## src/hw/nand_host_defs.svh

```systemverilog
/*
 * Constants of the host-side NAND bus sequencer: command codes, address
 * cycle layout and strobe timing counts.
 * Assumes a 100 MHz system clock; included by bare name.
 */
// Contract
// - byte mode, five address cycles: two column cycles A0-A11, three row cycles.
// - unused address bit positions are driven low by the host.
// - word mode: column A0-A10 in two cycles, row A11-A29 in three.
// - word mode plane select is A17; upper byte low during address cycles.
// - no cross-die commands except reset or status before completion.
// - command cycle CLE high ALE low; address swapped; CE low, RE high.
// - data out: both latches low, CE low, WE high, RE toggles.
// - reads: 00h addr 30h, copy-back 35h, two-plane repeats 00h.
// - program 80h..10h, copy-back 85h..10h, two-plane closes first with 11h.
// - erase 60h row D0h; two-plane 60h 60h D0h or 60h D1h 60h D0h.
// - random output 05h E0h, two-plane 06h E0h, random input 85h.
// - random data commands stay within the loaded page; the host checks this only after 05h, not after 06h or 85h.
// - only defined command codes are ever issued.
// - copy-back source and destination stay in the same plane.
// - device latches command and address on write strobe rising edge.
`ifndef NAND_HOST_DEFS_SVH
`define NAND_HOST_DEFS_SVH

`define CMD_READ        8'h00
`define CMD_READ_CONF   8'h30
`define CMD_READ_CB     8'h35
`define CMD_RAND_OUT    8'h05
`define CMD_RAND_2P     8'h06
`define CMD_RAND_CONF   8'hE0
`define CMD_PROG        8'h80
`define CMD_PROG_CB     8'h85
`define CMD_PROG_2P     8'h81
`define CMD_PROG_CONF   8'h10
`define CMD_PROG_NEXT   8'h11
`define CMD_ERASE       8'h60
`define CMD_ERASE_CONF  8'hD0
`define CMD_ERASE_NEXT  8'hD1
`define CMD_STATUS      8'h70
`define CMD_STATUS_ENH  8'h78
`define CMD_READ_ID     8'h90
`define CMD_PARAM       8'hEC
`define CMD_UID         8'hED
`define CMD_GET_FEAT    8'hEE
`define CMD_SET_FEAT    8'hEF
`define CMD_RESET       8'hFF

`define ADDR_CYCLES     3'h5
`define COL_BITS_BYTE   12
`define COL_BITS_WORD   11
`define PLANE_BIT_BYTE  18
`define PLANE_BIT_WORD  17

`define STROBE_NS       20
`define CLK_NS          10
`define STROBE_CYC      ((`STROBE_NS + `CLK_NS - 1) / `CLK_NS)

`endif

```

## src/hw/nand_host_pkg.sv

```systemverilog
/*
 * Types of the host-side NAND bus sequencer.
 * Assumes nand_host_defs.svh is compiled alongside.
 */
package nand_host_pkg;
  typedef enum logic [2:0] {
    ST_IDLE  = 3'b000,
    ST_SETUP = 3'b001,
    ST_LOW   = 3'b011,
    ST_HIGH  = 3'b010,
    ST_DONE  = 3'b110
  } bus_state_e;

  typedef enum logic [1:0] {
    OP_CMD  = 2'h0,
    OP_ADDR = 2'h1,
    OP_WR   = 2'h2,
    OP_RD   = 2'h3
  } op_kind_e;
endpackage : nand_host_pkg

```

## src/hw/nand_host_seq.sv

```systemverilog
/*
 * Host-side NAND bus sequencer: runs one command, data-in or data-out cycle,
 * or a run of address cycles per request, checks the command against the legal set
 * and the busy/write-protect state, and packs addresses into cycles.
 * Assumes the user waits for req_ready_o before each new request.
 */
`timescale 1ns/1ps
`include "nand_host_defs.svh"

module nand_host_seq #(
  parameter int STROBE_CYC = `STROBE_CYC
) (
  // clock and reset
  input  wire logic        sys_clk_i,
  input  wire logic        rst_b_i,
  // configuration
  input  wire logic        word_mode_i,
  input  wire logic        wp_allow_i,
  // request
  input  wire logic        req_valid_i,
  output logic             req_ready_o,
  input  wire logic [1:0]  req_kind_i,
  input  wire logic [7:0]  req_cmd_i,
  input  wire logic [30:0] req_addr_i,
  input  wire logic        req_row_only_i,
  input  wire logic        req_col_only_i,
  input  wire logic [15:0] req_wdata_i,
  // answer
  output logic             done_o,
  output logic             refused_o,
  output logic [15:0]      rdata_o,
  output logic             busy_o,
  // nand pins
  output logic             cle_o,
  output logic             ale_o,
  output logic             chip_sel_n_o,
  output logic             write_strobe_n_o,
  output logic             read_strobe_n_o,
  output logic             write_protect_n_o,
  output logic [15:0]      io_o,
  output logic             io_oe_o,
  input  wire logic [15:0] io_i,
  input  wire logic        ready_busy_n_i
);

  // ==========================================================
  // input synchronisers
  logic [1:0]  rb_sync;
  logic [15:0] io_meta;
  logic [15:0] io_sync;

  always_ff @(posedge sys_clk_i or negedge rst_b_i) begin
    if (!rst_b_i) begin
      rb_sync <= 2'h0;
      io_meta <= 16'h0000;
      io_sync <= 16'h0000;
    end else begin
      rb_sync <= {rb_sync[0], ready_busy_n_i};
      io_meta <= io_i;
      io_sync <= io_meta;
    end
  end

  assign busy_o = ~rb_sync[1];

  // ==========================================================
  // command legality
  function automatic logic cmd_known(input logic [7:0] c);
    unique case (c)
      `CMD_READ, `CMD_READ_CONF, `CMD_READ_CB, `CMD_RAND_OUT,
      `CMD_RAND_2P, `CMD_RAND_CONF, `CMD_PROG, `CMD_PROG_CB,
      `CMD_PROG_2P, `CMD_PROG_CONF, `CMD_PROG_NEXT, `CMD_ERASE,
      `CMD_ERASE_CONF, `CMD_ERASE_NEXT, `CMD_STATUS, `CMD_STATUS_ENH,
      `CMD_READ_ID, `CMD_PARAM, `CMD_UID, `CMD_GET_FEAT,
      `CMD_SET_FEAT, `CMD_RESET: cmd_known = 1'b1;
      default: cmd_known = 1'b0;
    endcase
  endfunction : cmd_known

  function automatic logic cmd_writes(input logic [7:0] c);
    cmd_writes = (c == `CMD_PROG) || (c == `CMD_PROG_CB) ||
                 (c == `CMD_PROG_2P) || (c == `CMD_PROG_CONF) ||
                 (c == `CMD_PROG_NEXT) || (c == `CMD_ERASE) ||
                 (c == `CMD_ERASE_CONF) || (c == `CMD_ERASE_NEXT);
  endfunction : cmd_writes

  logic busy_ok;
  logic wp_ok;
  logic plane_bad;
  logic page_bad;
  logic req_bad;

  assign busy_ok = (req_cmd_i == `CMD_RESET) ||
                   (req_cmd_i == `CMD_STATUS) ||
                   (req_cmd_i == `CMD_STATUS_ENH);
  assign wp_ok   = wp_allow_i || !cmd_writes(req_cmd_i);
  assign req_bad = ((req_kind_i == nand_host_pkg::OP_CMD) &&
                    (!cmd_known(req_cmd_i) || !wp_ok ||
                     (busy_o && !busy_ok))) || plane_bad || page_bad;

  // ==========================================================
  // address scope guard: copy-back target plane, random column page
  logic       plane_bit;
  logic [7:0] prev_cmd;
  logic [1:0] cand_mask;
  logic [1:0] src_mask;
  logic       cmd_take;
  logic       addr_take;

  assign plane_bit = word_mode_i ? req_addr_i[`PLANE_BIT_WORD] :
                                   req_addr_i[`PLANE_BIT_BYTE];
  assign cmd_take  = req_valid_i && req_ready_o && !req_bad &&
                     (req_kind_i == nand_host_pkg::OP_CMD);
  assign addr_take = req_valid_i && req_ready_o && !req_bad &&
                     (req_kind_i == nand_host_pkg::OP_ADDR) &&
                     !req_col_only_i;
  assign plane_bad = (req_kind_i == nand_host_pkg::OP_ADDR) &&
                     !req_col_only_i && (src_mask != 2'h0) &&
                     (prev_cmd == `CMD_PROG_CB ||
                      prev_cmd == `CMD_PROG_2P) &&
                     !src_mask[plane_bit];
  assign page_bad  = (req_kind_i == nand_host_pkg::OP_ADDR) &&
                     !req_col_only_i &&
                     (prev_cmd == `CMD_RAND_OUT);

  always_ff @(posedge sys_clk_i or negedge rst_b_i) begin
    if (!rst_b_i) begin
      prev_cmd  <= `CMD_RESET;
      cand_mask <= 2'h0;
      src_mask  <= 2'h0;
    end else if (cmd_take) begin
      prev_cmd <= req_cmd_i;
      // a fresh read opens a new set of source planes
      if (req_cmd_i == `CMD_READ && prev_cmd != `CMD_READ) begin
        cand_mask <= 2'h0;
      end
      if (req_cmd_i == `CMD_READ_CB) begin
        src_mask <= cand_mask;
      end else if (req_cmd_i == `CMD_READ_CONF ||
                   req_cmd_i == `CMD_PROG || req_cmd_i == `CMD_RESET) begin
        src_mask <= 2'h0;
      end
    end else if (addr_take && prev_cmd == `CMD_READ) begin
      cand_mask <= cand_mask | (2'h1 << plane_bit);
    end
  end

  // ==========================================================
  // address packing into cycle bytes
  logic [7:0] addr_byte [5];

  always_comb begin
    if (word_mode_i) begin
      addr_byte[0] = req_addr_i[7:0];
      addr_byte[1] = {5'h00, req_addr_i[10:8]};
      addr_byte[2] = req_addr_i[18:11];
      addr_byte[3] = req_addr_i[26:19];
      addr_byte[4] = {5'h00, req_addr_i[29:27]};
    end else begin
      addr_byte[0] = req_addr_i[7:0];
      addr_byte[1] = {4'h0, req_addr_i[11:8]};
      addr_byte[2] = req_addr_i[19:12];
      addr_byte[3] = req_addr_i[27:20];
      addr_byte[4] = {5'h00, req_addr_i[30:28]};
    end
  end

  // ==========================================================
  // bus cycle state machine
  nand_host_pkg::bus_state_e state;
  nand_host_pkg::op_kind_e   kind;
  logic [7:0]                timer;
  logic [2:0]                cyc_idx;
  logic [2:0]                cyc_last;
  logic [7:0]                lat_byte [5];
  logic [15:0]               wdata;

  localparam logic [7:0] STROBE_LEN = 8'(STROBE_CYC);

  assign req_ready_o = (state == nand_host_pkg::ST_IDLE);

  always_ff @(posedge sys_clk_i or negedge rst_b_i) begin
    if (!rst_b_i) begin
      state    <= nand_host_pkg::ST_IDLE;
      kind     <= nand_host_pkg::OP_CMD;
      timer    <= 8'h00;
      cyc_idx  <= 3'h0;
      cyc_last <= 3'h0;
      wdata    <= 16'h0000;
      done_o    <= 1'b0;
      refused_o <= 1'b0;
      for (int i = 0; i < 5; i++) begin
        lat_byte[i] <= 8'h00;
      end
    end else begin
      done_o    <= 1'b0;
      refused_o <= 1'b0;
      unique case (state)
        nand_host_pkg::ST_IDLE: begin
          if (req_valid_i) begin
            if (req_bad) begin
              refused_o <= 1'b1;
            end else begin
              kind  <= nand_host_pkg::op_kind_e'(req_kind_i);
              wdata <= (req_kind_i == nand_host_pkg::OP_CMD) ?
                       {8'h00, req_cmd_i} : req_wdata_i;
              for (int i = 0; i < 5; i++) begin
                lat_byte[i] <= addr_byte[i];
              end
              // column-only gives 2 cycles, row-only starts at cycle 3
              cyc_idx  <= req_row_only_i ? 3'h2 : 3'h0;
              cyc_last <= req_col_only_i ? 3'h1 : 3'h4;
              timer    <= STROBE_LEN;
              state    <= nand_host_pkg::ST_SETUP;
            end
          end
        end
        nand_host_pkg::ST_SETUP: begin
          timer <= STROBE_LEN;
          state <= nand_host_pkg::ST_LOW;
        end
        nand_host_pkg::ST_LOW: begin
          if (timer == 8'h01) begin
            timer <= STROBE_LEN;
            state <= nand_host_pkg::ST_HIGH;
          end else begin
            timer <= timer - 8'h01;
          end
        end
        nand_host_pkg::ST_HIGH: begin
          if (timer == 8'h01) begin
            if (kind == nand_host_pkg::OP_ADDR && cyc_idx != cyc_last) begin
              cyc_idx <= cyc_idx + 3'h1;
              state   <= nand_host_pkg::ST_SETUP;
            end else begin
              state <= nand_host_pkg::ST_DONE;
            end
          end else begin
            timer <= timer - 8'h01;
          end
        end
        nand_host_pkg::ST_DONE: begin
          done_o <= 1'b1;
          state  <= nand_host_pkg::ST_IDLE;
        end
        default: state <= nand_host_pkg::ST_IDLE;
      endcase
    end
  end

  // ==========================================================
  // read data capture in the done state, after the read strobe high phase
  always_ff @(posedge sys_clk_i or negedge rst_b_i) begin
    if (!rst_b_i) begin
      rdata_o <= 16'h0000;
    end else if (state == nand_host_pkg::ST_DONE &&
                 kind == nand_host_pkg::OP_RD) begin
      rdata_o <= word_mode_i ? io_sync : {8'h00, io_sync[7:0]};
    end
  end

  // ==========================================================
  // pin drive
  logic active;
  logic strobe_low;

  assign active     = (state != nand_host_pkg::ST_IDLE);
  assign strobe_low = (state == nand_host_pkg::ST_LOW);

  always_ff @(posedge sys_clk_i or negedge rst_b_i) begin
    if (!rst_b_i) begin
      cle_o             <= 1'b0;
      ale_o             <= 1'b0;
      chip_sel_n_o      <= 1'b1;
      write_strobe_n_o  <= 1'b1;
      read_strobe_n_o   <= 1'b1;
      write_protect_n_o <= 1'b0;
      io_o              <= 16'h0000;
      io_oe_o           <= 1'b0;
    end else begin
      write_protect_n_o <= wp_allow_i;
      chip_sel_n_o      <= !active;
      cle_o   <= active && kind == nand_host_pkg::OP_CMD;
      ale_o   <= active && kind == nand_host_pkg::OP_ADDR;
      // data out: latches low, write strobe high, read strobe toggles
      read_strobe_n_o  <= !(strobe_low &&
                            kind == nand_host_pkg::OP_RD);
      // device latches on the rising edge at end of low phase
      write_strobe_n_o <= !(strobe_low &&
                            kind != nand_host_pkg::OP_RD);
      io_oe_o <= active && kind != nand_host_pkg::OP_RD;
      unique case (kind)
        nand_host_pkg::OP_ADDR: io_o <= {8'h00, lat_byte[cyc_idx]};
        nand_host_pkg::OP_CMD:  io_o <= {8'h00, wdata[7:0]};
        nand_host_pkg::OP_WR:   io_o <= word_mode_i ? wdata :
                                        {8'h00, wdata[7:0]};
        nand_host_pkg::OP_RD:   io_o <= 16'h0000;
      endcase
    end
  end

endmodule : nand_host_seq

```

## config.mk

```make
export PLATFORM = sky130hd
export DESIGN_NAME = nand_host_seq
export DESIGN_NICKNAME = d
export VERILOG_FILES = /design/src/hw/nand_host_pkg.sv /design/src/hw/nand_host_seq.sv
export VERILOG_INCLUDE_DIRS = /design/src /design/src/hw
export SDC_FILE = /design/constraint.sdc
export NUM_CORES = 1
export LEC_CHECK = 0
export ABC_AREA = 1
export BUFFER_PORTS_ARGS = -buffer_cell sky130_fd_sc_hd__buf_2
export CORE_AREA = 2 2 114 116
export DETAILED_ROUTE_END_ITERATION = 12
export DIE_AREA = 0 0 116 118
export PLACE_DENSITY = 0.79
export SLEW_MARGIN = 5
export SYNTH_ARGS = -nofsm -noshare
export SYNTH_HDL_FRONTEND = slang
export SYNTH_SLANG_ARGS = --single-unit
```

## constraint.sdc

```tcl
create_clock -name sys_clk_i -period 1.9 [get_ports sys_clk_i]
set_input_delay 0.38 -clock sys_clk_i [delete_from_list [all_inputs] [get_ports sys_clk_i]]
set_output_delay 0.38 -clock sys_clk_i [all_outputs]
set_load 0.01 [all_outputs]
```

After elaboration in Yosys (flattened, before gate mapping)

Index checks and enable logic that the tools add are counted.

$add $sub $neg: 2
Magnitude comparators: 2
Eq/ne operators: 42
Shift operators: 1
Mux-type cells: 39
Bitwise operators: 4
Reduce and logical (&&, ||, !) cells: 67

Operators with widths:

| kind                                                                  | count |
|---|---|
| 8-bit equality test, second input constant                            | 14 |
| 16-bit one-hot mux with 4 select lines                                | 1 |
| 16-bit 2-to-1 mux                                                     | 3 |
| 8-bit 2-to-1 mux                                                      | 6 |
| 8-bit one-hot mux with 4 select lines                                 | 1 |
| 3-bit 2-to-1 mux                                                      | 10 |
| 28-bit 2-to-1 mux                                                     | 1 |
| 8-bit binary-select mux with 3-bit select                             | 1 |
| 8-bit by 3-bit equality test with 1-bit output, second input constant | 3 |
| 8-bit by 7-bit equality test with 1-bit output, second input constant | 3 |
| 22-bit OR reduction                                                   | 1 |
| 1-bit logical AND                                                     | 21 |
| 1-bit logical OR                                                      | 17 |
| 8-bit by 5-bit equality test with 1-bit output, second input constant | 2 |
| 8-bit by 6-bit equality test with 1-bit output, second input constant | 2 |
| 8-bit zero test                                                       | 2 |
| 2-bit 2-to-1 mux                                                      | 6 |
| 2-bit inequality test, second input constant                          | 6 |
| 3-bit one-hot mux with 4 select lines                                 | 1 |
| 1-bit zero test                                                       | 10 |
| 8-bit by 1-bit equality test with 1-bit output, second input constant | 1 |
| 1-bit 2-to-1 mux                                                      | 8 |
| 4-bit AND reduction                                                   | 2 |
| 2-bit nonzero test                                                    | 4 |
| 24 further kinds                                                      | 31 |

Flip-flop bits (word level): 162
Input port bits: 81
Logic and storage cells: 185

Longest topological paths before layout

Depth in word-level cells: 23
Depth in mapped cells: 17

Worst setup path after synthesis

Ideal clock, no wire load.

Path type: reg-to-reg
From: register state[0]
To: register src_mask[0]
Data arrival time: 1.693 ns
Required time: 1.777 ns
Setup slack: 0.084 ns
Cell stages (with the launch flop): 9
Path buffers: 2
Clock period less this slack: 1.816 ns
Path through: dfrtp_1 clkbuf_1 nor3_4 nand2_1 inv_1 nand4_1 buf_2 o21ai_0 nand2_1

Longest elaborated chain between the ends: 5

RTL lines:

| element                         | RTL line             | text |
|---|---|---|
| start, declared                 | nand_host_seq.sv:170 | `nand_host_pkg::bus_state_e state;` |
| start signal, assigned          | nand_host_seq.sv:184 | `state <= nand_host_pkg::ST_IDLE;` |
| start signal, assigned          | nand_host_seq.sv:214 | `state <= nand_host_pkg::ST_SETUP;` |
| start signal, assigned          | nand_host_seq.sv:220 | `state <= nand_host_pkg::ST_LOW;` |
| 3-bit zero test                 | nand_host_seq.sv:180 | `assign req_ready_o = (state == nand_host_pkg::ST_IDLE);` |
| net req_ready_o                 | nand_host_seq.sv:21  | `output logic req_ready_o,` |
| 1-bit logical AND (3 in series) | nand_host_seq.sv:112 | `assign cmd_take = req_valid_i && req_ready_o && !req_bad &&` |
| 2-bit AND reduction (no line)   | n/a                  |  |
| end signal, assigned            | nand_host_seq.sv:138 | `src_mask <= cand_mask;` |
| end, declared                   | nand_host_seq.sv:106 | `logic [1:0] src_mask;` |

The timed path passes the listed nets, and every way through them passes these cells.
A chain may end at the register's enable or synchronous reset.

Worst setup path in the final report

From: register prev_cmd[1]
To: register src_mask[1]

Longest elaborated chain between the ends: 10
Elaborated cells on any way between the ends: 13

RTL lines:

| element                             | RTL line             | text |
|---|---|---|
| start, declared                     | nand_host_seq.sv:104 | `logic [7:0] prev_cmd;` |
| start signal, assigned              | nand_host_seq.sv:128 | `` prev_cmd <= `CMD_RESET; `` |
| start signal, assigned              | nand_host_seq.sv:132 | `prev_cmd <= req_cmd_i;` |
| 8-bit equality test (no line)       | n/a                  |  |
| 1-bit logical OR (no line)          | n/a                  |  |
| 1-bit logical AND (2 in series)     | nand_host_seq.sv:117 | `assign plane_bad = (req_kind_i == nand_host_pkg::OP_ADDR) &&` |
| 1-bit logical OR                    | nand_host_seq.sv:99  | `(busy_o && !busy_ok))) \|\| plane_bad \|\| page_bad;` |
| 1-bit logical OR (*)                | nand_host_seq.sv:99  |  |
| 1-bit zero test (*)                 | nand_host_seq.sv:112 |  |
| 1-bit logical AND (*) (2 in series) | nand_host_seq.sv:112 |  |
| 2-bit AND reduction (no line) (*)   | n/a                  |  |

Mark *: on every way between the ends. The rest lies on a longest branch, timed or not.

==> metrics.txt <==
Bufs on Longest Clock Path 2; pin count of the biggest net entering global routing 51; most common cell after layout, fill and taps aside nand2_1; gr ovfl total 0; crit-path max FO 21; Clock Latency Late Sink 0.43 ns; final hold vios 0; post-route total power 6.88 mW; syn_nets 799; Post-Syn Instances 715; cell taking the most area after synthesis dfrtp_1; maximum VDD drop 0.699 mV; max-cap viol count 0; TritonRoute pass-1 iters 5; fin. max-slew vios 0; Register Area 0.00382 mm²; Synth area leaders dfrtp_1, nand2_1, o21ai_2; Post-synth EDFFs 0; Most used DFF post-synth dfrtp_1; layout filler cell count 976; IO Count 124; final core utilization 69.2%; post-DP HPWL 11.1 mm; die height 118 µm; FP Rows 41; Slew headroom 69.2%; Vias/cell 5.02; f_max 535 MHz; Final Cycle Share 98.3%; first-pass GRT wire length 25.0 mm; core area 0.0124 mm²; critical path arrival 2.19 ns; initial core utilization 54.9%; Port Buffer Count 123; Num CTS Buffers 17; #FFs+latches synth 152; DRC Markers 0; Routed Antenna Nets 0; Pleak 4.36 nW; Setup-failing EPs final 0; dpl ws -0.183 ns; fin nets 973; WP data required 2.22 ns; area of the multi-input gates 0.00265 mm²; die width 116 µm; element type at the critical path end register; pin slew with the least headroom to its limit 0.462 ns; root buffer cell clkbuf_16; initial drt markers 296; run status completed; Placer Congestion 0.882; synth warn 0; GRT Overall Usage 23.8%; Avg WL per Cell 14.5 µm; unrepaired setup endpoints after global routing true; register area share after synthesis 56.0%; CTS HTree Levels 4; Synth Cell Area 0.00682 mm²; final worst path period need 1.87 ns; clk sink count 152; share of the synthesized area in the top cell type 51.7%; Setup WS post-layout 0.0324 ns; syn_area_per_cell 9.54 µm²; fraction of registers with async set/reset 100%; nature of the critical path startpoint register; # diodes 0; die footprint 0.0137 mm²; TritonCTS clock tree yes; vias in the first global route 5,334; share of layout cells above drive strength 1 34.3%; Synth cell types 45; initial antenna violation count 1; worst hold-check path type input pin to register; Worst-path clk slew 0.07 ns; Layout area overhead 25.9%; most frequent cells in the layout nand2_1, dfrtp_1, buf_2; WL final 15.6 mm; worst setup path category register to register; clock skew 0.00938 ns; Vias 5,395; PD cells 801 mW/mm²; TNS Setup 0 ns
==> worst max-delay path: stages (launching register included) <==
cell and delay (ns):
dfstp_2 0.37, nor2_1 0.16, nand2_1 0.12, nor4_2 0.29, a31oi_1 0.16, buf_4 0.17, nand4_1 0.12, buf_6 0.19
nor2_2 0.06, nand2_1 0.07, nand2_1 0.05
==> layer usage <==
layer	up-vias	track usage [%]	routed length, µm
li1	2685	-	-
met4	2	8.41	328
met5	-	0	17
met1	2518	30.2	6580
met3	32	6.59	882
met2	158	38.9	7760
==> path summary, 6_finish.rpt <==
path                                         startpoint                      end  slack [ns]  cells after the start
worst min-delay path                            io_i[4]     io_meta[4]$_DFF_PN0_        0.04                      1
worst min register to register     io_meta[3]$_DFF_PN0_     io_sync[3]$_DFF_PN0_        0.35                      0
worst max register to register  prev_cmd[1]$_DFFE_PN1P_  src_mask[1]$_DFFE_PN0P_        0.03                     10
worst max-delay path            prev_cmd[1]$_DFFE_PN1P_  src_mask[1]$_DFFE_PN0P_        0.03                     10
min in group asynchronous                       rst_b_i     timer[5]$_DFFE_PN0P_        0.41                      2
max in group asynchronous                       rst_b_i       io_o[14]$_DFF_PN0_        0.86                      3
==> stage by stage <==
step	hold slack, ns	cell area, µm²	cells
4_1_cts	0.0333	8530	1073
3_3_place_gp	0.294	7960	1040
5_1_grt	0.0385	8590	1074
3_5_place_dp	0.300	7960	1040
6_report	0.0448	8590	1074
2_1_floorplan	0.0844	6820	715
==> layout make-up <==
class / count / area share [%]
Clock buffer: 19 / 5.27
Clock inverter: 13 / 1.28
Inverter: 53 / 2.33
Multi-Input combinational cell: 482 / 30.8
Sequential cell: 152 / 44.5
Tap cell: 172 / 2.51
Timing Repair Buffer: 183 / 13.3
==> what timing repair did <==
action                                 in CTS  in global routing
endpoints found under the hold margin      20                  0
buffers inserted                            0                  1
setup endpoints to repair                   0                 24
hold buffers                                1                  0
resized for setup                           0                 13
==> cell usage after synthesis, types with 2 or more instances <==
| library cell | instances |
|---|---|
| a2111o_1 | 4 |
| a21oi_1 | 19 |
| a31oi_1 | 2 |
| buf_2 | 5 |
| buf_6 | 8 |
| buf_8 | 2 |
| clkbuf_1 | 13 |
| dfrtp_1 | 141 |
| dfstp_2 | 11 |
| ha_1 | 3 |
| inv_1 | 48 |
| inv_2 | 4 |
| mux2_2 | 8 |
| mux2i_1 | 20 |
| nand2_1 | 183 |
| nand2_2 | 6 |
| nand3_1 | 33 |
| nand4_1 | 6 |
| nor2_1 | 70 |
| nor2_2 | 5 |
| nor3_1 | 4 |
| nor4_1 | 2 |
| o21ai_0 | 37 |
| o21ai_1 | 7 |
| o21ai_2 | 44 |
| o21bai_1 | 2 |
| o22ai_1 | 4 |
| xnor2_1 | 3 |
| xor2_1 | 5 |
==> power by group <==
part	total, mW	switching, mW	internal [mW]
sequential	3.29	0.0115	3.27
clock	3.22	1.44	1.78
combinational	0.375	0.225	0.151
total	6.88	1.67	5.20
==> flip-flops by register name, summed over array words and instances (netlist names), 2 cells and up <==
signal     count
cand_mask      2
cyc_idx        3
cyc_last       2
io_meta       16
io_o          16
io_sync       16
kind           2
lat_byte      31
prev_cmd       8
rb_sync        2
rdata_o       16
src_mask       2
state          3
timer          8
wdata         16
==> kinds of logic after synthesis <==
logic type | synth area share (%)
AO/OA/AOI/OAI | 12.3
flip-flops | 56.0
AND/OR/NAND/NOR | 20.1
multiplexers | 4.26
XOR/XNOR | 1.03
buffers and inverters | 5.78
adder cells (fa/ha/maj) | 0.550
Note: power is estimated with default switching activity, not from simulation.
